**config.mk**
```make
export PLATFORM = sky130hd
export DESIGN_NAME = sid_top
export DESIGN_NICKNAME = d
export VERILOG_FILES = /design/src/design/sid_pkg.sv /design/src/design/sid_decode.sv /design/src/design/sid_poll.sv /design/src/design/sid_top.sv
export SDC_FILE = /design/constraint.sdc
export NUM_CORES = 1
export LEC_CHECK = 0
export CAP_MARGIN = 20
export CELL_PAD_IN_SITES_DETAIL_PLACEMENT = 1
export CELL_PAD_IN_SITES_GLOBAL_PLACEMENT = 2
export CORE_UTILIZATION = 36
export DETAILED_ROUTE_END_ITERATION = 8
export DONT_BUFFER_PORTS = 1
export GPL_ROUTABILITY_DRIVEN = 0
export PLACE_DENSITY = 0.81
export SETUP_SLACK_MARGIN = 0.02
export SLEW_MARGIN = 40
export SYNTH_ARGS = -nofsm -noshare
export SYNTH_HDL_FRONTEND = slang
export SYNTH_SLANG_ARGS = --single-unit
```
**constraint.sdc**
```tcl
create_clock -name sys_clk_i -period 5.7 [get_ports sys_clk_i]
set_input_delay 0.57 -clock sys_clk_i [delete_from_list [all_inputs] [get_ports sys_clk_i]]
set_output_delay 0.57 -clock sys_clk_i [all_outputs]
set_load 0.05 [all_outputs]
```
**src/design/sid_pkg.sv**
```systemverilog
// Constants for the split interrupt descriptor decoder and engine
// Notes on behaviour
// - Split bit 46 picks high-speed or split
// - Type field 45:44 must be interrupt code 11
// - Token code 00 sends OUT, 01 sends IN
// - Function address taken from bits 41:35
// - Endpoint is bits 34:32 above bit 31
// - Packet size 28:18, split targets max 64
// - Byte count 17:3, at most 4 kB
// - Hardware clears valid when done or fatal; a done start split sets SC_BIT and keeps valid instead
// - Polling field 7:3 selects interrupt period
// - Error counter limits retries, decremented per error
// - Period is two to exponent minus one microframes
// - Speed code used only for split transactions
package sid_pkg;
  localparam int DATA_W = 32;
  localparam int ADDR_W = 5;
  // Register byte offsets
  localparam logic [4:0] DW0_OFS  = 5'h00;
  localparam logic [4:0] DW1_OFS  = 5'h04;
  localparam logic [4:0] DW2_OFS  = 5'h08;
  localparam logic [4:0] DW3_OFS  = 5'h0C;
  localparam logic [4:0] STAT_OFS = 5'h10;
  localparam logic [4:0] CTRL_OFS = 5'h14;
  // Field positions within their 32-bit word
  localparam int VALID_BIT   = 0;   // DW0
  localparam int BCNT_LSB    = 3;   // DW0 17:3
  localparam int MPS_LSB     = 18;  // DW0 28:18
  localparam int EP0_BIT     = 31;  // DW0
  localparam int EPHI_LSB    = 0;   // DW1 2:0
  localparam int FADDR_LSB   = 3;   // DW1 9:3
  localparam int TOKEN_LSB   = 10;  // DW1 11:10
  localparam int TYPE_LSB    = 12;  // DW1 13:12
  localparam int SPLIT_BIT   = 14;  // DW1
  localparam int SPD_LSB     = 16;  // DW1 17:16
  localparam int PORT_LSB    = 18;  // DW1 24:18
  localparam int HUB_LSB     = 25;  // DW1 31:25
  localparam int POLL_LSB    = 3;   // DW2 7:3
  localparam int XFER_LSB    = 0;   // DW3 11:0
  localparam int CERR_LSB    = 23;  // DW3 24:23
  localparam int TOGGLE_BIT  = 25;  // DW3
  localparam int SC_BIT      = 27;  // DW3
  localparam int XERR_BIT    = 28;  // DW3
  localparam int HALT_BIT    = 30;  // DW3
  localparam int ACTIVE_BIT  = 31;  // DW3
  // Encodings and limits
  localparam logic [1:0]  TYPE_INT    = 2'h3;
  localparam logic [1:0]  TOKEN_OUT   = 2'h0;
  localparam logic [1:0]  TOKEN_IN    = 2'h1;
  localparam logic [1:0]  SPD_LOW     = 2'h2;
  localparam logic [1:0]  SPD_FULL    = 2'h0;
  localparam logic [10:0] SPLIT_MPS   = 11'h040;
  localparam logic [14:0] MAX_BCNT    = 15'h1000;
  // Microframe timing
  localparam int CLK_MHZ      = 10;
  localparam int MFRAME_NS    = 125000;
  localparam int MFRAME_CYC   = (MFRAME_NS * CLK_MHZ) / 1000;
  localparam int POLL_EXP_MIN = 4;
  // Reset values
  localparam logic [31:0] WORD_RST  = 32'h0000_0000;
  localparam logic        CTRL_RST  = 1'b0;
  // Engine states
  typedef enum logic [2:0] {
    SID_IDLE  = 3'b001,
    SID_ISSUE = 3'b010,
    SID_WAIT  = 3'b100
  } sid_state_t;
endpackage

```
**src/design/sid_decode.sv**
```systemverilog
// Field extraction from the four descriptor words
`timescale 1ns/1ns
module sid_decode (
  // Descriptor words
  input  wire logic [31:0] dw0_i,
  input  wire logic [31:0] dw1_i,
  input  wire logic [31:0] dw2_i,
  input  wire logic [31:0] dw3_i,
  // Lower half fields
  output logic             valid_o,
  output logic [14:0]      byte_count_o,
  output logic [10:0]      packet_size_limit_o,
  output logic [3:0]       endpoint_o,
  output logic [6:0]       func_addr_o,
  output logic [1:0]       token_o,
  output logic [1:0]       xfer_type_o,
  output logic             split_o,
  output logic [1:0]       speed_end_o,
  output logic [6:0]       hub_port_o,
  output logic [6:0]       hub_addr_o,
  // Upper half fields
  output logic [4:0]       poll_field_o,
  output logic [1:0]       cerr_o,
  output logic             toggle_o,
  output logic             start_complete_o,
  output logic             active_o,
  // Checks on the decoded fields
  output logic             format_ok_o,
  output logic             size_ok_o
);
  import sid_pkg::*;

  assign valid_o             = dw0_i[VALID_BIT];
  assign byte_count_o        = dw0_i[BCNT_LSB +: 15];
  assign packet_size_limit_o = dw0_i[MPS_LSB +: 11];
  assign endpoint_o = {dw1_i[EPHI_LSB +: 3], dw0_i[EP0_BIT]};
  assign func_addr_o         = dw1_i[FADDR_LSB +: 7];
  assign token_o             = dw1_i[TOKEN_LSB +: 2];
  assign xfer_type_o         = dw1_i[TYPE_LSB +: 2];
  assign split_o             = dw1_i[SPLIT_BIT];
  // Speed code forced to zero outside split transactions
  assign speed_end_o = split_o ? dw1_i[SPD_LSB +: 2] : 2'h0;
  assign hub_port_o          = dw1_i[PORT_LSB +: 7];
  assign hub_addr_o          = dw1_i[HUB_LSB +: 7];
  assign poll_field_o        = dw2_i[POLL_LSB +: 5];
  assign cerr_o              = dw3_i[CERR_LSB +: 2];
  assign toggle_o            = dw3_i[TOGGLE_BIT];
  assign start_complete_o    = dw3_i[SC_BIT];
  assign active_o            = dw3_i[ACTIVE_BIT];

  // Interrupt type, OUT or IN token, known speed code when split
  assign format_ok_o = (xfer_type_o == TYPE_INT) &&
                       ((token_o == TOKEN_OUT) ||
                        (token_o == TOKEN_IN)) &&
                       (!split_o || (speed_end_o == SPD_LOW) ||
                        (speed_end_o == SPD_FULL));
  assign size_ok_o = (byte_count_o <= MAX_BCNT) &&
                     (!split_o ||
                      (packet_size_limit_o <= SPLIT_MPS));
endmodule // sid_decode

```
**src/design/sid_poll.sv**
```systemverilog
// Microframe divider and interrupt polling period timer
`timescale 1ns/1ns
module sid_poll #(
  parameter int CNT_W = 16
) (
  // Clock and reset
  input  wire logic       sys_clk_i,
  input  wire logic       arst_n_i,
  // Control
  input  wire logic       run_i,
  input  wire logic [4:0] poll_field_i,
  // Timing pulses
  output logic            mframe_o,
  output logic            due_o
);
  import sid_pkg::*;

  localparam int DIV_W = $clog2(MFRAME_CYC);
  localparam logic [DIV_W-1:0] DIV_LAST = DIV_W'(MFRAME_CYC - 1);

  logic [DIV_W-1:0] div_cnt;
  logic [CNT_W-1:0] mf_cnt;
  logic [CNT_W-1:0] period;
  logic [4:0]       exp_m1;

  // Exponent minus one: 3 for field zero, else 4 plus top set bit
  always_comb begin
    exp_m1 = 5'(POLL_EXP_MIN - 1);
    for (int i = 0; i < 5; i++) begin
      if (poll_field_i[i]) begin
        exp_m1 = 5'(POLL_EXP_MIN + i);
      end
    end
  end
  assign period = CNT_W'(1) << exp_m1;

  always_ff @(posedge sys_clk_i or negedge arst_n_i) begin
    if (!arst_n_i) begin
      div_cnt  <= '0;
      mframe_o <= 1'b0;
    end else begin
      mframe_o <= (div_cnt == DIV_LAST);
      div_cnt  <= (div_cnt == DIV_LAST) ? '0 : div_cnt + 1'b1;
    end
  end

  // Count microframe starts while the descriptor is armed
  always_ff @(posedge sys_clk_i or negedge arst_n_i) begin
    if (!arst_n_i) begin
      mf_cnt <= '0;
      due_o  <= 1'b0;
    end else if (!run_i) begin
      mf_cnt <= '0;
      due_o  <= 1'b0;
    end else begin
      due_o <= 1'b0;
      if (mframe_o) begin
        if (mf_cnt >= period - 1'b1) begin
          mf_cnt <= '0;
          due_o  <= 1'b1;
        end else begin
          mf_cnt <= mf_cnt + 1'b1;
        end
      end
    end
  end

  chk_poll_16ms : assert property (@(posedge sys_clk_i)
    disable iff (!arst_n_i)
    (poll_field_i == 5'h08) |-> (period == CNT_W'(128)))
    else $error("16 ms polling code gives wrong period");

  chk_due_on_mframe : assert property (@(posedge sys_clk_i)
    disable iff (!arst_n_i)
    $rose(due_o) |-> $past(mframe_o))
    else $error("poll due without a microframe start");
endmodule // sid_poll

```
**src/design/sid_top.sv**
```systemverilog
// Split interrupt descriptor store, decoder and transaction engine
`timescale 1ns/1ns
module sid_top (
  // Clock and reset
  input  wire logic                        sys_clk_i,
  input  wire logic                        arst_n_i,
  // Avalon-MM slave
  input  wire logic [sid_pkg::ADDR_W-1:0]  avs_address_i,
  input  wire logic                        avs_read_i,
  input  wire logic                        avs_write_i,
  input  wire logic [sid_pkg::DATA_W-1:0]  avs_writedata_i,
  input  wire logic [3:0]                  avs_byteenable_i,
  output logic      [sid_pkg::DATA_W-1:0]  avs_readdata_o,
  output logic                             avs_waitrequest_o,
  // Transaction request to the bus engine
  output logic                             token_req_o,
  output logic [1:0]                       token_pid_o,
  output logic [6:0]                       func_addr_o,
  output logic [3:0]                       endpoint_o,
  output logic                             split_o,
  output logic                             start_complete_o,
  output logic [1:0]                       speed_end_o,
  output logic [6:0]                       hub_addr_o,
  output logic [6:0]                       hub_port_o,
  output logic                             data_toggle_o,
  output logic [10:0]                      packet_size_limit_o,
  output logic [14:0]                      transfer_byte_count_o,
  // Transaction outcome
  input  wire logic                        xact_done_i,
  input  wire logic                        xact_err_i,
  input  wire logic                        xact_fatal_i,
  input  wire logic [11:0]                 xact_bytes_i,
  // Status
  output logic                             busy_o
);
  import sid_pkg::*;

  ////////////////////////////////////////////////////////////////////////
  // Declarations
  logic [31:0] dw [4];
  logic        eng_en;
  logic        flt_fmt;
  logic        flt_size;
  sid_state_t  state;
  sid_state_t  next_state;
  logic        bus_req;
  logic        wr_go;
  logic        rd_go;
  logic [31:0] rd_mux;
  logic        d_valid;
  logic [14:0] d_bcnt;
  logic [10:0] d_mps;
  logic [3:0]  d_ep;
  logic [6:0]  d_faddr;
  logic [1:0]  d_token;
  logic [1:0]  d_type;
  logic        d_split;
  logic [1:0]  d_spd;
  logic [6:0]  d_port;
  logic [6:0]  d_hub;
  logic [4:0]  d_poll;
  logic [1:0]  d_cerr;
  logic        d_tog;
  logic        d_sc;
  logic        d_active;
  logic        d_fmt_ok;
  logic        d_size_ok;
  logic        armed;
  logic        mframe;
  logic        due;
  logic        launch;
  logic        reject;
  logic        hw_retire;
  logic        hw_halt;
  logic        hw_xerr;
  logic        hw_dec;
  logic        hw_bytes;
  logic        hw_sc_set;

  function automatic logic [31:0] merge(input logic [31:0] old,
                                        input logic [31:0] wd,
                                        input logic [3:0]  be);
    logic [31:0] r;
    r = old;
    for (int b = 0; b < 4; b++) begin
      if (be[b]) begin
        r[b*8 +: 8] = wd[b*8 +: 8];
      end
    end
    return r;
  endfunction

  ////////////////////////////////////////////////////////////////////////
  // Decoder and poll timer
  sid_decode u_decode (
    .dw0_i               (dw[0]),
    .dw1_i               (dw[1]),
    .dw2_i               (dw[2]),
    .dw3_i               (dw[3]),
    .valid_o             (d_valid),
    .byte_count_o        (d_bcnt),
    .packet_size_limit_o (d_mps),
    .endpoint_o          (d_ep),
    .func_addr_o         (d_faddr),
    .token_o             (d_token),
    .xfer_type_o         (d_type),
    .split_o             (d_split),
    .speed_end_o         (d_spd),
    .hub_port_o          (d_port),
    .hub_addr_o          (d_hub),
    .poll_field_o        (d_poll),
    .cerr_o              (d_cerr),
    .toggle_o            (d_tog),
    .start_complete_o    (d_sc),
    .active_o            (d_active),
    .format_ok_o         (d_fmt_ok),
    .size_ok_o           (d_size_ok)
  );

  // Descriptor is live only with both valid and active set
  assign armed = eng_en && d_valid && d_active;

  sid_poll u_poll (
    .sys_clk_i    (sys_clk_i),
    .arst_n_i     (arst_n_i),
    .run_i        (armed),
    .poll_field_i (d_poll),
    .mframe_o     (mframe),
    .due_o        (due)
  );

  ////////////////////////////////////////////////////////////////////////
  // Engine
  // Complete split follows its start split on the next microframe
  assign launch = (state == SID_IDLE) && armed &&
                  ((d_split && d_sc) ? mframe : due);
  assign reject = launch && !(d_fmt_ok && d_size_ok);

  always_comb begin
    hw_retire = 1'b0;
    hw_halt   = 1'b0;
    hw_xerr   = 1'b0;
    hw_dec    = 1'b0;
    hw_bytes  = 1'b0;
    hw_sc_set = 1'b0;
    if (reject) begin
      hw_retire = 1'b1;
      hw_halt   = 1'b1;
    end else if (state == SID_WAIT) begin
      if (xact_fatal_i) begin
        hw_retire = 1'b1;
        hw_halt   = 1'b1;
      end else if (xact_done_i) begin
        hw_bytes = 1'b1;
        if (d_split && !d_sc) begin
          hw_sc_set = 1'b1;
        end else begin
          hw_retire = 1'b1;
        end
      end else if (xact_err_i) begin
        if (d_cerr == 2'h0) begin
          hw_retire = 1'b1;
          hw_halt   = 1'b1;
          hw_xerr   = 1'b1;
        end else begin
          hw_dec = 1'b1;
        end
      end
    end
  end

  always_comb begin
    next_state = state;
    case (state)
      SID_IDLE: begin
        if (launch && !reject) begin
          next_state = SID_ISSUE;
        end
      end
      SID_ISSUE: begin
        next_state = SID_WAIT;
      end
      SID_WAIT: begin
        if (hw_dec) begin
          next_state = SID_ISSUE;
        end else if (xact_fatal_i || xact_done_i || xact_err_i) begin
          next_state = SID_IDLE;
        end
      end
      default: begin
        next_state = SID_IDLE;
      end
    endcase
  end

  always_ff @(posedge sys_clk_i or negedge arst_n_i) begin
    if (!arst_n_i) begin
      state  <= SID_IDLE;
      busy_o <= 1'b0;
    end else begin
      state  <= next_state;
      busy_o <= (next_state != SID_IDLE);
    end
  end

  // Token outputs captured from the decoded descriptor
  always_ff @(posedge sys_clk_i or negedge arst_n_i) begin
    if (!arst_n_i) begin
      token_req_o           <= 1'b0;
      token_pid_o           <= TOKEN_OUT;
      func_addr_o           <= '0;
      endpoint_o            <= '0;
      split_o               <= 1'b0;
      start_complete_o      <= 1'b0;
      speed_end_o           <= SPD_FULL;
      hub_addr_o            <= '0;
      hub_port_o            <= '0;
      data_toggle_o         <= 1'b0;
      packet_size_limit_o   <= '0;
      transfer_byte_count_o <= '0;
    end else begin
      token_req_o <= (state == SID_ISSUE);
      if (state == SID_ISSUE) begin
        token_pid_o           <= d_token;
        func_addr_o           <= d_faddr;
        endpoint_o            <= d_ep;
        split_o               <= d_split;
        start_complete_o      <= d_sc;
        speed_end_o           <= d_spd;
        hub_addr_o            <= d_hub;
        hub_port_o            <= d_port;
        data_toggle_o         <= d_tog;
        packet_size_limit_o   <= d_mps;
        transfer_byte_count_o <= d_bcnt;
      end
    end
  end

  ////////////////////////////////////////////////////////////////////////
  // Avalon-MM slave
  assign bus_req = avs_read_i || avs_write_i;
  assign wr_go   = avs_write_i && !avs_waitrequest_o;
  assign rd_go   = avs_read_i && avs_waitrequest_o;

  always_comb begin
    case (avs_address_i)
      DW0_OFS:  rd_mux = dw[0];
      DW1_OFS:  rd_mux = dw[1];
      DW2_OFS:  rd_mux = dw[2];
      DW3_OFS:  rd_mux = dw[3];
      STAT_OFS: rd_mux = {26'h0, state, flt_size, flt_fmt, busy_o};
      CTRL_OFS: rd_mux = {31'h0, eng_en};
      default:  rd_mux = 32'h0000_0000;
    endcase
  end

  // One wait cycle, then a single answer cycle
  always_ff @(posedge sys_clk_i or negedge arst_n_i) begin
    if (!arst_n_i) begin
      avs_waitrequest_o <= 1'b1;
      avs_readdata_o    <= '0;
    end else begin
      avs_waitrequest_o <= !(bus_req && avs_waitrequest_o);
      if (rd_go) begin
        avs_readdata_o <= rd_mux;
      end
    end
  end

  always_ff @(posedge sys_clk_i or negedge arst_n_i) begin
    if (!arst_n_i) begin
      eng_en <= CTRL_RST;
    end else if (wr_go && (avs_address_i == CTRL_OFS) &&
                 avs_byteenable_i[0]) begin
      eng_en <= avs_writedata_i[0];
    end
  end

  // Sticky faults, write one to clear, a new fault wins
  always_ff @(posedge sys_clk_i or negedge arst_n_i) begin
    if (!arst_n_i) begin
      flt_fmt  <= 1'b0;
      flt_size <= 1'b0;
    end else begin
      if (wr_go && (avs_address_i == STAT_OFS) && avs_byteenable_i[0]) begin
        flt_fmt  <= flt_fmt && !avs_writedata_i[1];
        flt_size <= flt_size && !avs_writedata_i[2];
      end
      if (reject && !d_fmt_ok) begin
        flt_fmt <= 1'b1;
      end
      if (reject && !d_size_ok) begin
        flt_size <= 1'b1;
      end
    end
  end

  // Descriptor words: bus write first, hardware updates take priority
  always_ff @(posedge sys_clk_i or negedge arst_n_i) begin
    if (!arst_n_i) begin
      for (int i = 0; i < 4; i++) begin
        dw[i] <= WORD_RST;
      end
    end else begin
      for (int i = 0; i < 4; i++) begin
        if (wr_go && (avs_address_i == 5'(i * 4))) begin
          dw[i] <= merge(dw[i], avs_writedata_i, avs_byteenable_i);
        end
      end
      if (hw_retire) begin
        dw[0][VALID_BIT]  <= 1'b0;
        dw[3][ACTIVE_BIT] <= 1'b0;
        dw[3][SC_BIT]     <= 1'b0;
      end
      if (hw_halt) begin
        dw[3][HALT_BIT] <= 1'b1;
      end
      if (hw_xerr) begin
        dw[3][XERR_BIT] <= 1'b1;
      end
      if (hw_dec) begin
        dw[3][CERR_LSB +: 2] <= d_cerr - 2'h1;
      end
      if (hw_bytes) begin
        dw[3][XFER_LSB +: 12] <= xact_bytes_i;
        dw[3][TOGGLE_BIT]     <= !d_tog;
      end
      if (hw_sc_set) begin
        dw[3][SC_BIT] <= 1'b1;
      end
    end
  end

  ////////////////////////////////////////////////////////////////////////
  // Checks
  chk_bus_answer : assert property (@(posedge sys_clk_i)
    disable iff (!arst_n_i)
    (bus_req && avs_waitrequest_o) |=> !avs_waitrequest_o)
    else $error("bus request not answered after one cycle");

  chk_issue_type : assert property (@(posedge sys_clk_i)
    disable iff (!arst_n_i)
    (state == SID_ISSUE) |-> (d_type == TYPE_INT))
    else $error("non-interrupt descriptor issued");

  chk_token_addr : assert property (@(posedge sys_clk_i)
    disable iff (!arst_n_i)
    (state == SID_ISSUE) |=> token_req_o &&
      (func_addr_o == $past(dw[1][FADDR_LSB +: 7])))
    else $error("token address not taken from descriptor");

  chk_token_ep : assert property (@(posedge sys_clk_i)
    disable iff (!arst_n_i)
    (state == SID_ISSUE) |=>
      (endpoint_o == {$past(dw[1][2:0]), $past(dw[0][EP0_BIT])}))
    else $error("endpoint number assembled wrongly");

  chk_token_pid : assert property (@(posedge sys_clk_i)
    disable iff (!arst_n_i)
    token_req_o |-> ((token_pid_o == TOKEN_OUT) ||
                     (token_pid_o == TOKEN_IN)))
    else $error("token code is neither OUT nor IN");

  chk_split_size : assert property (@(posedge sys_clk_i)
    disable iff (!arst_n_i)
    (token_req_o && split_o) |-> (packet_size_limit_o <= SPLIT_MPS))
    else $error("split packet size above limit");

  chk_spd_plain : assert property (@(posedge sys_clk_i)
    disable iff (!arst_n_i)
    (token_req_o && !split_o) |-> (speed_end_o == SPD_FULL))
    else $error("speed code set on plain transaction");

  chk_fatal_clear : assert property (@(posedge sys_clk_i)
    disable iff (!arst_n_i)
    ((state == SID_WAIT) && xact_fatal_i) |=>
      (!dw[0][VALID_BIT] && !dw[3][ACTIVE_BIT] && (state == SID_IDLE)))
    else $error("valid not cleared on fatal error");

  chk_cerr_step : assert property (@(posedge sys_clk_i)
    disable iff (!arst_n_i)
    hw_dec |=> (dw[3][CERR_LSB +: 2] == $past(d_cerr) - 2'h1) ##1
      token_req_o)
    else $error("error count not decremented before retry");

  chk_no_retry : assert property (@(posedge sys_clk_i)
    disable iff (!arst_n_i)
    ((state == SID_WAIT) && xact_err_i && !xact_done_i &&
     !xact_fatal_i && (d_cerr == 2'h0)) |=>
      (dw[3][HALT_BIT] && !dw[0][VALID_BIT]) [*2])
    else $error("retry taken with zero error count");
endmodule // sid_top

```
==> results of run 1 <==
worst max-delay path by stage:
| stage | slack (ns) | start | cells past startpoint | endpoint |
|---|---|---|---|---|
| 3_5_place_dp | 2.85 | avs_address_i[4] | 5 | dw[30]$_DFFE_PN0P_ |
| 6_report | 3.07 | dw[39]$_DFFE_PN0P_ | 9 | u_poll.mf_cnt[1]$_DFFE_PN0P_ |
| 2_1_floorplan | 3.33 | dw[39]$_DFFE_PN0P_ | 9 | u_poll.mf_cnt[5]$_DFFE_PN0P_ |
| 4_1_cts | 3.04 | dw[39]$_DFFE_PN0P_ | 9 | u_poll.mf_cnt[1]$_DFFE_PN0P_ |
| 5_1_grt | 2.93 | dw[39]$_DFFE_PN0P_ | 9 | u_poll.mf_cnt[1]$_DFFE_PN0P_ |
| 3_3_place_gp | 2.86 | avs_address_i[4] | 4 | dw[71]$_DFFE_PN0P_ |
flip-flops by register name, summed over array words and instances, names as in the netlist, 2 cells and up:
register and flops:
avs_readdata_o 32, dw 128, endpoint_o 4, func_addr_o 7, hub_addr_o 7, hub_port_o 7, packet_size_limit_o 11, speed_end_o 2
state 3, token_pid_o 2, transfer_byte_count_o 15, u_poll.div_cnt 11, u_poll.mf_cnt 16
power breakdown:
part	internal [mW]	leakage, nW	switching [mW]	total (mW)
logic	0.0890	2.37	0.0757	0.165
clock network	1.15	0.480	0.730	1.88
registers	1.90	3.49	0.0872	1.99
cells in the mapped netlist, drive strengths merged, types with 6 or more instances:
library cell	instances	share of area (%)
a22o	9	0.69
a21o	24	1.6
nor3	8	0.35
mux2i	24	2.1
clkbuf	36	1.2
a221oi	9	0.69
ha	21	2.3
a31oi	14	0.77
nand4	15	0.82
mux2	111	11
dfrtp	254	56
buf	18	0.78
o21ai	21	0.92
and3	13	0.71
and2	6	0.33
nor2	44	1.4
a22oi	47	3.1
nor4	9	0.49
inv	16	0.53
a21oi	42	1.8
nand3	29	1.4
nand2	208	6.8
xnor2	6	0.46
final cells by class:
class	count	area (sq um)	area share, %
flip-flops and latches	256	6409	49.89
diodes	1	2.502	0.01948
multi-input cells	722	4802	37.39
inverters	16	60.06	0.4676
well taps	396	495.5	3.857
repair buffers	12	110.1	0.8572
clock inverters	6	80.08	0.6234
clock buffers	45	885.9	6.897
per-layer routing:
layer  global-route usage [%]  vias to the layer above  wire length (um)
met5                        0                        -                 0
met4                    4.205                        0               461
met3                    5.517                       33              2430
met2                    33.46                      171             15280
met1                    27.16                     4123             14370
li1                         -                     3685                 -
critical path, cell delays in order (launching register included):
cell and delay, ns:
dfrtp_1 0.44, nor4_1 0.51, o21a_1 0.18, ha_1 0.12, nand4_1 0.11, nor4_1 0.34
a21oi_1 0.11, buf_4 0.22, and2_1 0.25, a22o_1 0.25
kinds of logic (layout without fill, tap and decap cells):
group                    after synthesis  count (layout)  share of synthesized area (%)
AO/OA/AOI/OAI                        194             194                          11.61
XOR/XNOR                               9               9                         0.6896
adder cells (fa/ha/maj)               21              21                          2.299
buffers and inverters                 70              79                          2.485
flip-flops                           256             256                          56.06
multiplexers                         135             135                          13.04
other                                  1              12                        0.03281
AND/OR/NAND/NOR                      352             352                          13.78
through the flow:
stage	total power, mW	setup WS [ns]	cells	hold slack, ns	util (%)
after global placement	2.174	2.863	1401	0.2902	38.31
after CTS	4.085	3.041	1453	-0.2869	41.53
final	4.030	3.065	1454	-0.2605	41.56
after global routing	4.174	2.928	1454	-0.2816	41.56
after floorplan	2.119	3.325	1048	0.2744	-
after detailed placement	2.187	2.854	1402	0.2894	38.40
==> impl_metrics.csv, run 1 <==
group,metric,value,unit
synth,syn_avg_cell_area,11.01,sq um
timing,holdWs,-0.2605,ns
setup_path,cp-end-kind,"flop",
setup_path,crit_fanout,19,
route,ant_nets,0,
global_route,grt_max_degree,257,
setup_path,worstPathArrival,3.07,ns
clock_network,root_buffer,"clkbuf_16",
timing,clock_skew,0.01670,ns
setup_path,worst_r2r_startpoint,"dw[39]$_DFFE_PN0P_",
clock_network,post_cts_buffers,0,
clock_network,clockBufferDepth,3,
layout,area_delta_synth_final,12.37,%
timing,finalHoldViolCount,254,
synth,ys_seq_area_share,56.06,%
global_route,globalRoute.totalOverflow,0,
floorplanning,die_w,180.2,um
power_and_ir_drop,leakage,6.342,nW
layout,drive_above_1_share,17.69,%
clock_network,clkSlewWorstSetupHoldPaths,0.06,ns
clock_network,cts_sinks,256,
synth,netlist_area,11430,sq um
timing,post-route-min-period,2.635,ns
synth,yosys_warnings,0,
timing,max_slew.worst_pin.slew,0.7711,ns
timing,fin_crit_sh,46.22,%
route,avgViaCountPerCell,5.510,
timing,fmax,0.3796,GHz
setup_path,r2r-end,"u_poll.mf_cnt[1]$_DFFE_PN0P_",
setup_path,rr_worst_depth,9,
floorplanning,rows,64,
power_and_ir_drop,ir_drop,0.2053,mV
synth,ys.flop_type,"dfrtp_1",
route,drc,0,
clock_network,htreeDepth,1,
layout,layout_common_cells,"dfrtp_1, nand2_1, mux2_2, a22oi_1, nor2_1",
route,drt_iter0_drc,418,
run_status,outcome,"finished with violations",
placement,io_buffer_count,0,
placement,dp_hpwl,21950,um
run_status,violations,"negative hold slack",
synth,synth_edf_count,0,
timing,setup_viol,0,
clock_network,cts_tree,"built",
route,avgRoutedWirePerCell,22.38,um
clock_network,clk_latency,0.54,ns
setup_path,crit_type,"reg2reg",
route,num_vias,8012,
setup_path,crit_path_start_kind,"flop",
layout,fillCellCount,3348,
synth,ys_types,54,
floorplanning,core-area,30910,sq um
setup_path,rrSetupSlack,3.07,ns
power_and_ir_drop,cellPowerDensity,313.7,nW/um^2
global_route,track_usage,20.45,%
job,drv_cap,0,
setup_path,required,6.13,ns
placement,place_area,11870,sq um
layout,final_common_cell,"dfrtp_1",
global_route,antenna_found_initial,1,
synth,synth_cells,1038,
timing,setup_tns,0,ns
clock_network,cts_inserted_buffers,28,
route,dr.pass1.iters,4,
floorplanning,die_area,32470,sq um
layout,fin_area,12840,sq um
timing,relSlewSlack,48.59,%
synth,async_flop_share,100.0,%
floorplanning,start_util,36.98,%
timing,report.final.slew_viol_count,0,
route,wirelength,32540,um
global_route,grt_pass1_vias,8662,
global_route,grt_pass1_wl,52230,um
floorplanning,ios,153,
hold_path,hold_path.class,"in2async",
synth,ys_seq_elements,256,
floorplanning,fp.dieH,180.2,um
clock_network,ctsResizeCount,0,
timing,rsz0062_at_grt,"false",
layout,layout.nets,1117,
No activity file was read; power rests on OpenSTA's default activity.
==> run 2: changes to the inputs <==
--- a/config.mk
+++ b/config.mk
@@ -12,7 +12,7 @@
 export DETAILED_ROUTE_END_ITERATION = 8
 export DONT_BUFFER_PORTS = 1
 export GPL_ROUTABILITY_DRIVEN = 0
-export PLACE_DENSITY = 0.81
+export PLACE_DENSITY = 0.84
 export SETUP_SLACK_MARGIN = 0.02
 export SLEW_MARGIN = 40
 export SYNTH_ARGS = -nofsm -noshare
==> constraint.sdc (replaced) <==
create_clock -name sys_clk_i -period 2.3 [get_ports sys_clk_i]
set_input_delay 0.23 -clock sys_clk_i [delete_from_list [all_inputs] [get_ports sys_clk_i]]
set_output_delay 0.23 -clock sys_clk_i [all_outputs]
set_load 0.05 [all_outputs]
==> impl_metrics.csv, run 2 (same netlist as run 1, synthesis figures left out) <==
group,metric,value,unit
run_status,outcome,"finished with violations",
run_status,violations,"negative hold slack, negative setup slack",
setup_path,crit_end,"u_poll.mf_cnt[6]$_DFFE_PN0P_",
global_route,grt_pass1_wl,55900,um
layout,final_common_cell,"dfrtp_1",
timing,setup_ws,-0.06382,ns
setup_path,required,2.73,ns
layout,diodes,0,
floorplanning,ios,153,
power_and_ir_drop,cellPowerDensity,725.4,nW/um^2
timing,fmax,0.4230,GHz
timing,setup_viol,3,
route,avgViaCountPerCell,5.545,
global_route,track_usage,21.93,%
route,dr.pass1.iters,5,
placement,post-place-cells,1455,
layout,reg_top3,"dw: 128 flops, avs_readdata_o: 32 flops, u_poll.mf_cnt: 16 flops",
power_and_ir_drop,power_frac_comb,6.1,%
setup_path,crit_fanout,8,
clock_network,cts_tree,"built",
job,drv_cap,0,
setup_path,crit_path_start_kind,"flop",
clock_network,clk_latency,0.55,ns
setup_path,worstPathArrival,2.80,ns
route,wirelength,35440,um
floorplanning,fp.dieH,180.2,um
power_and_ir_drop,ir_drop,0.4989,mV
timing,fin_crit_sh,102.8,%
floorplanning,die_w,180.2,um
floorplanning,core-area,30910,sq um
setup_path,cp-end-kind,"flop",
timing,relSlewSlack,60.41,%
placement,dp_hpwl,23390,um
timing,finalHoldViolCount,256,
clock_network,cts_sinks,256,
power_and_ir_drop,switching_share,23.38,%
timing,holdWs,-0.5990,ns
clock_network,clockBufferDepth,3,
route,num_vias,8695,
layout,area_delta_synth_final,22.83,%
power_and_ir_drop,p_switching,2.381,mW
global_route,globalRoute.totalOverflow,0,
floorplanning,start_util,36.98,%
floorplanning,rows,64,
timing,rsz0062_at_grt,"true",
layout,layout_common_cells,"dfrtp_1, nand2_1, mux2_2, buf_4, dlygate4sd3_1",
floorplanning,die_area,32470,sq um
placement,detailedPlace.worstSlack,-0.1829,ns
clock_network,holdBufCountCts,54,
setup_path,r2r-end,"u_poll.mf_cnt[6]$_DFFE_PN0P_",
timing,post-route-min-period,2.364,ns
timing,report.final.slew_viol_count,0,
timing,max_slew.worst_pin.slew,0.5939,ns
layout,top_register,"dw",
placement,io_buffer_count,0,
timing,setup_tns,-0.1348,ns
route,ant_nets,0,
global_route,antenna_found_initial,1,
layout,stdcell_count,1568,
layout,layout.nets,1232,
setup_path,crit_type,"reg2reg",
clock_network,cts_inserted_buffers,29,
setup_path,rr_worst_depth,10,
power_and_ir_drop,leakage,6.946,nW
global_route,grt_pass1_vias,9346,
power_and_ir_drop,clkPwrFrac,45.7,%
power_and_ir_drop,power_frac_seq,48.2,%
timing,clock_skew,0.01149,ns
hold_path,hold_path.class,"in2async",
route,drc,0,
layout,largest_reg_flops,128,
route,drt_iter0_drc,471,
clock_network,clkSlewWorstSetupHoldPaths,0.06,ns
route,avgRoutedWirePerCell,22.60,um
layout,drive_above_1_share,22.61,%
setup_path,rrSetupSlack,-0.06,ns
setup_path,crit_start,"dw[39]$_DFFE_PN0P_",
setup_path,worst_r2r_startpoint,"dw[39]$_DFFE_PN0P_",
power_and_ir_drop,report.power.total,10.18,mW
clock_network,root_buffer,"clkbuf_16",
clock_network,htreeDepth,1,
power_and_ir_drop,p_int,7.803,mW
global_route,grt_max_degree,257,
## run 2: power groups by stage
stage | clock (mW) | combinational [mW] | sequential (mW)
detailed placement | 0 | 0.468 | 4.98
finish | 4.65 | 0.626 | 4.90
CTS | 4.76 | 0.598 | 4.90
global placement | 0 | 0.448 | 4.96
floorplan | 0 | 0.331 | 4.92
global route | 4.94 | 0.676 | 4.93
## run 2: timing repair
action / in CTS / in global routing
endpoints found under the hold margin: 389 / 256
setup endpoints to repair: 16 / 17
gates cloned: 0 / 2
pin swaps: 8 / 8
gates resized for setup: 12 / 20
buffers inserted: 1 / 5
## run 2: how the worst min path moves through the flow
stage                         from                            end  slack [ns]  depth (start not counted)
after floorplan           arst_n_i  avs_readdata_o[0]$_DFFE_PN0P_       -0.07                          0
after global placement    arst_n_i          token_req_o$_DFF_PN0_       -0.05                          0
after detailed placement  arst_n_i          token_req_o$_DFF_PN0_       -0.05                          0
after CTS                 arst_n_i          token_req_o$_DFF_PN0_       -0.63                          0
after global routing      arst_n_i          token_req_o$_DFF_PN0_       -0.62                          0
final                     arst_n_i          token_req_o$_DFF_PN0_       -0.60                          0
## run 2: worst max-delay path: stages, from the launching register on
cell     delay (ns)
dfrtp_1        0.40
nor4_2         0.30
buf_4          0.17
nor2b_4        0.16
ha_4           0.16
nor2_4         0.04
nor4_4         0.28
a21oi_4        0.16
buf_6          0.17
a31o_4         0.21
a22o_1         0.20
## run 2: metal layers
metal | track usage (%) | wire length [um] | vias up
met1 | 28.26 | 15180 | 4481
met3 | 5.174 | 2117 | 61
met5 | 0 | 13 | -
li1 | - | - | 3908
met2 | 36.82 | 17220 | 243
met4 | 5.949 | 909 | 2
## run 2: layout make-up
cell class                      instances  area (sq um)
Clock buffer                           38         829.5
Clock inverter                         14         137.6
Fill cell                            3364         16870
Inverter                               16         60.06
Multi-Input combinational cell        722          4915
Sequential cell                       256          6409
Tap cell                              396         495.5
Timing Repair Buffer                  126          1195
## run 2: stage by stage
stage / utilization (%) / area [sq um]
final: 45.43 / 14040
after global routing: 45.43 / 14040
after CTS: 44.90 / 13880
after detailed placement: 39.80 / 12300
after global placement: 39.80 / 12300
after floorplan: - / 11470
==> run 3: changes to the inputs <==
--- a/config.mk
+++ b/config.mk
@@ -12,8 +12,7 @@
 export DETAILED_ROUTE_END_ITERATION = 8
 export DONT_BUFFER_PORTS = 1
 export GPL_ROUTABILITY_DRIVEN = 0
-export PLACE_DENSITY = 0.84
-export SETUP_SLACK_MARGIN = 0.02
+export PLACE_DENSITY = 0.81
 export SLEW_MARGIN = 40
 export SYNTH_ARGS = -nofsm -noshare
 export SYNTH_HDL_FRONTEND = slang
==> constraint.sdc (replaced) <==
create_clock -name sys_clk_i -period 2.7 [get_ports sys_clk_i]
set_input_delay 0.27 -clock sys_clk_i [delete_from_list [all_inputs] [get_ports sys_clk_i]]
set_output_delay 0.27 -clock sys_clk_i [all_outputs]
set_load 0.05 [all_outputs]
==> impl_metrics.csv, run 3 (same netlist as run 1, synthesis figures left out) <==
group,metric,value,unit
setup_path,crit_path_start_kind,"flop",
timing,rsz0062_at_grt,"false",
layout,layout_common_cells,"dfrtp_1, nand2_1, mux2_2, dlygate4sd3_1, a22oi_1",
timing,relSlewSlack,48.77,%
clock_network,ctsResizeCount,0,
clock_network,clk_latency,0.56,ns
route,wirelength,33470,um
floorplanning,start_util,36.98,%
floorplanning,fp.dieH,180.2,um
hold_path,hold_path.class,"in2async",
timing,fmax,0.4048,GHz
layout,final_common_cell,"dfrtp_1",
setup_path,cp_slowest_cell,"dfrtp_1",
setup_path,path_cells,"nor4_1 -> buf_4 -> o21a_1 -> ha_1 -> nand4_1 -> nor4_1 -> a21oi_1 -> buf_12 -> a31o_2 -> a22o_1",
global_route,grt_max_degree,257,
setup_path,crit_type,"reg2reg",
floorplanning,core-area,30910,sq um
clock_network,root_buffer,"clkbuf_16",
timing,setup_tns,0,ns
route,drc,0,
global_route,grt_pass1_wl,54120,um
global_route,grt_pass1_vias,9074,
global_route,globalRoute.totalOverflow,0,
layout,largest_reg_flops,128,
clock_network,cts_tree,"built",
setup_path,worstPathArrival,2.91,ns
layout,reg_top3,"dw: 128 flops, avs_readdata_o: 32 flops, u_poll.mf_cnt: 16 flops",
power_and_ir_drop,ir_drop,0.4497,mV
clock_network,htreeDepth,1,
timing,post-route-min-period,2.470,ns
clock_network,clkSlewWorstSetupHoldPaths,0.06,ns
layout,layout.nets,1181,
placement,dp_hpwl,22360,um
clock_network,post_cts_buffers,0,
layout,drive_above_1_share,17.75,%
setup_path,cp-end-kind,"flop",
route,avgRoutedWirePerCell,22.06,um
clock_network,cts_sinks,256,
clock_network,cts_inserted_buffers,29,
route,drt_iter0_drc,490,
timing,report.final.slew_viol_count,0,
layout,diodes,0,
clock_network,clockBufferDepth,3,
run_status,outcome,"finished with violations",
timing,setup_viol,0,
clock_network,holdBufCountCts,52,
floorplanning,rows,64,
placement,io_buffer_count,0,
layout,top_register,"dw",
power_and_ir_drop,cellPowerDensity,653.1,nW/um^2
setup_path,crit_fanout,19,
job,drv_cap,0,
floorplanning,die_w,180.2,um
timing,clock_skew,0.01595,ns
power_and_ir_drop,report.power.total,8.816,mW
route,num_vias,8309,
layout,area_delta_synth_final,18.08,%
run_status,violations,"negative hold slack",
route,avgViaCountPerCell,5.477,
setup_path,required,3.14,ns
floorplanning,ios,153,
floorplanning,die_area,32470,sq um
layout,fin_area,13500,sq um
timing,fin_crit_sh,91.49,%
timing,max_slew.worst_pin.slew,0.7685,ns
power_and_ir_drop,leakage,6.655,nW
global_route,antenna_found_initial,0,
placement,place_area,11960,sq um
route,dr.pass1.iters,5,
timing,holdWs,-0.5856,ns
setup_path,cpPeakStageDelay,0.43,ns
setup_path,path_common_cell,"nor4_1",
route,ant_nets,0,
global_route,track_usage,21.06,%
timing,finalHoldViolCount,256,
run 3: cell types whose count changed in the layout (fill, tap and decap cells not counted), moves of 3 or more:
cell	change
a31oi_1	+3
buf_4	-39
clkinvlp_4	-4
buf_6	-5
run 3: cell type report:
type	instances	area (sq um)
fill	3344	17410
sequential	256	6409
multi-input combinational	722	4793
clock buffer	40	847.1
timing repair buffer	75	718.2
tap	396	495.5
clock inverter	12	175.2
inverter	16	60.06
run 3: critical path, delay by kind of cell, from the launching register on:
family | cells | cell delay [ns]
simple gates | 3 | 0.73
compound gates | 4 | 0.73
flops | 1 | 0.43
buf+inv | 2 | 0.36
fa+ha+maj | 1 | 0.11
run 3: metal layers:
metal,wire length [um],vias up,track usage (%)
met3,1933,47,4.669
li1,-,3807,-
met5,0,-,0
met1,14760,4273,27.68
met4,675,0,4.821
met2,16090,182,35.36
run 3: power breakdown:
part / switching (mW) / total, mW / internal [mW]
clock network: 1.62 / 4.19 / 2.57
registers: 0.167 / 4.18 / 4.02
logic: 0.201 / 0.446 / 0.245
total: 1.99 / 8.82 / 6.83
run 3: final timing paths:
kind                                       from                           end  slack (ns)  depth (start not counted)
setup / recovery             dw[39]$_DFFE_PN0P_  u_poll.mf_cnt[3]$_DFFE_PN0P_        0.23                         10
hold / removal                         arst_n_i         token_req_o$_DFF_PN0_       -0.59                          0
setup reg to reg             dw[39]$_DFFE_PN0P_  u_poll.mf_cnt[3]$_DFFE_PN0P_        0.23                         10
hold reg to reg            flt_size$_DFFE_PN0P_          flt_size$_DFFE_PN0P_        0.49                          1
max in group asynchronous              arst_n_i            dw[75]$_DFFE_PN0P_        2.80                          0
min in group sys_clk_i      avs_byteenable_i[3]            dw[26]$_DFFE_PN0P_        0.05                          2
run 3: stage by stage:
stage / instances / util (%) / worst slack (ns)
6_report: 1517 / 43.67 / 0.2298
5_1_grt: 1517 / 43.67 / 0.01831
4_1_cts: 1517 / 43.67 / 0.1955
3_5_place_dp: 1413 / 38.68 / 0.2132
3_3_place_gp: 1413 / 38.68 / 0.1979
2_1_floorplan: 1048 / - / 0.3250
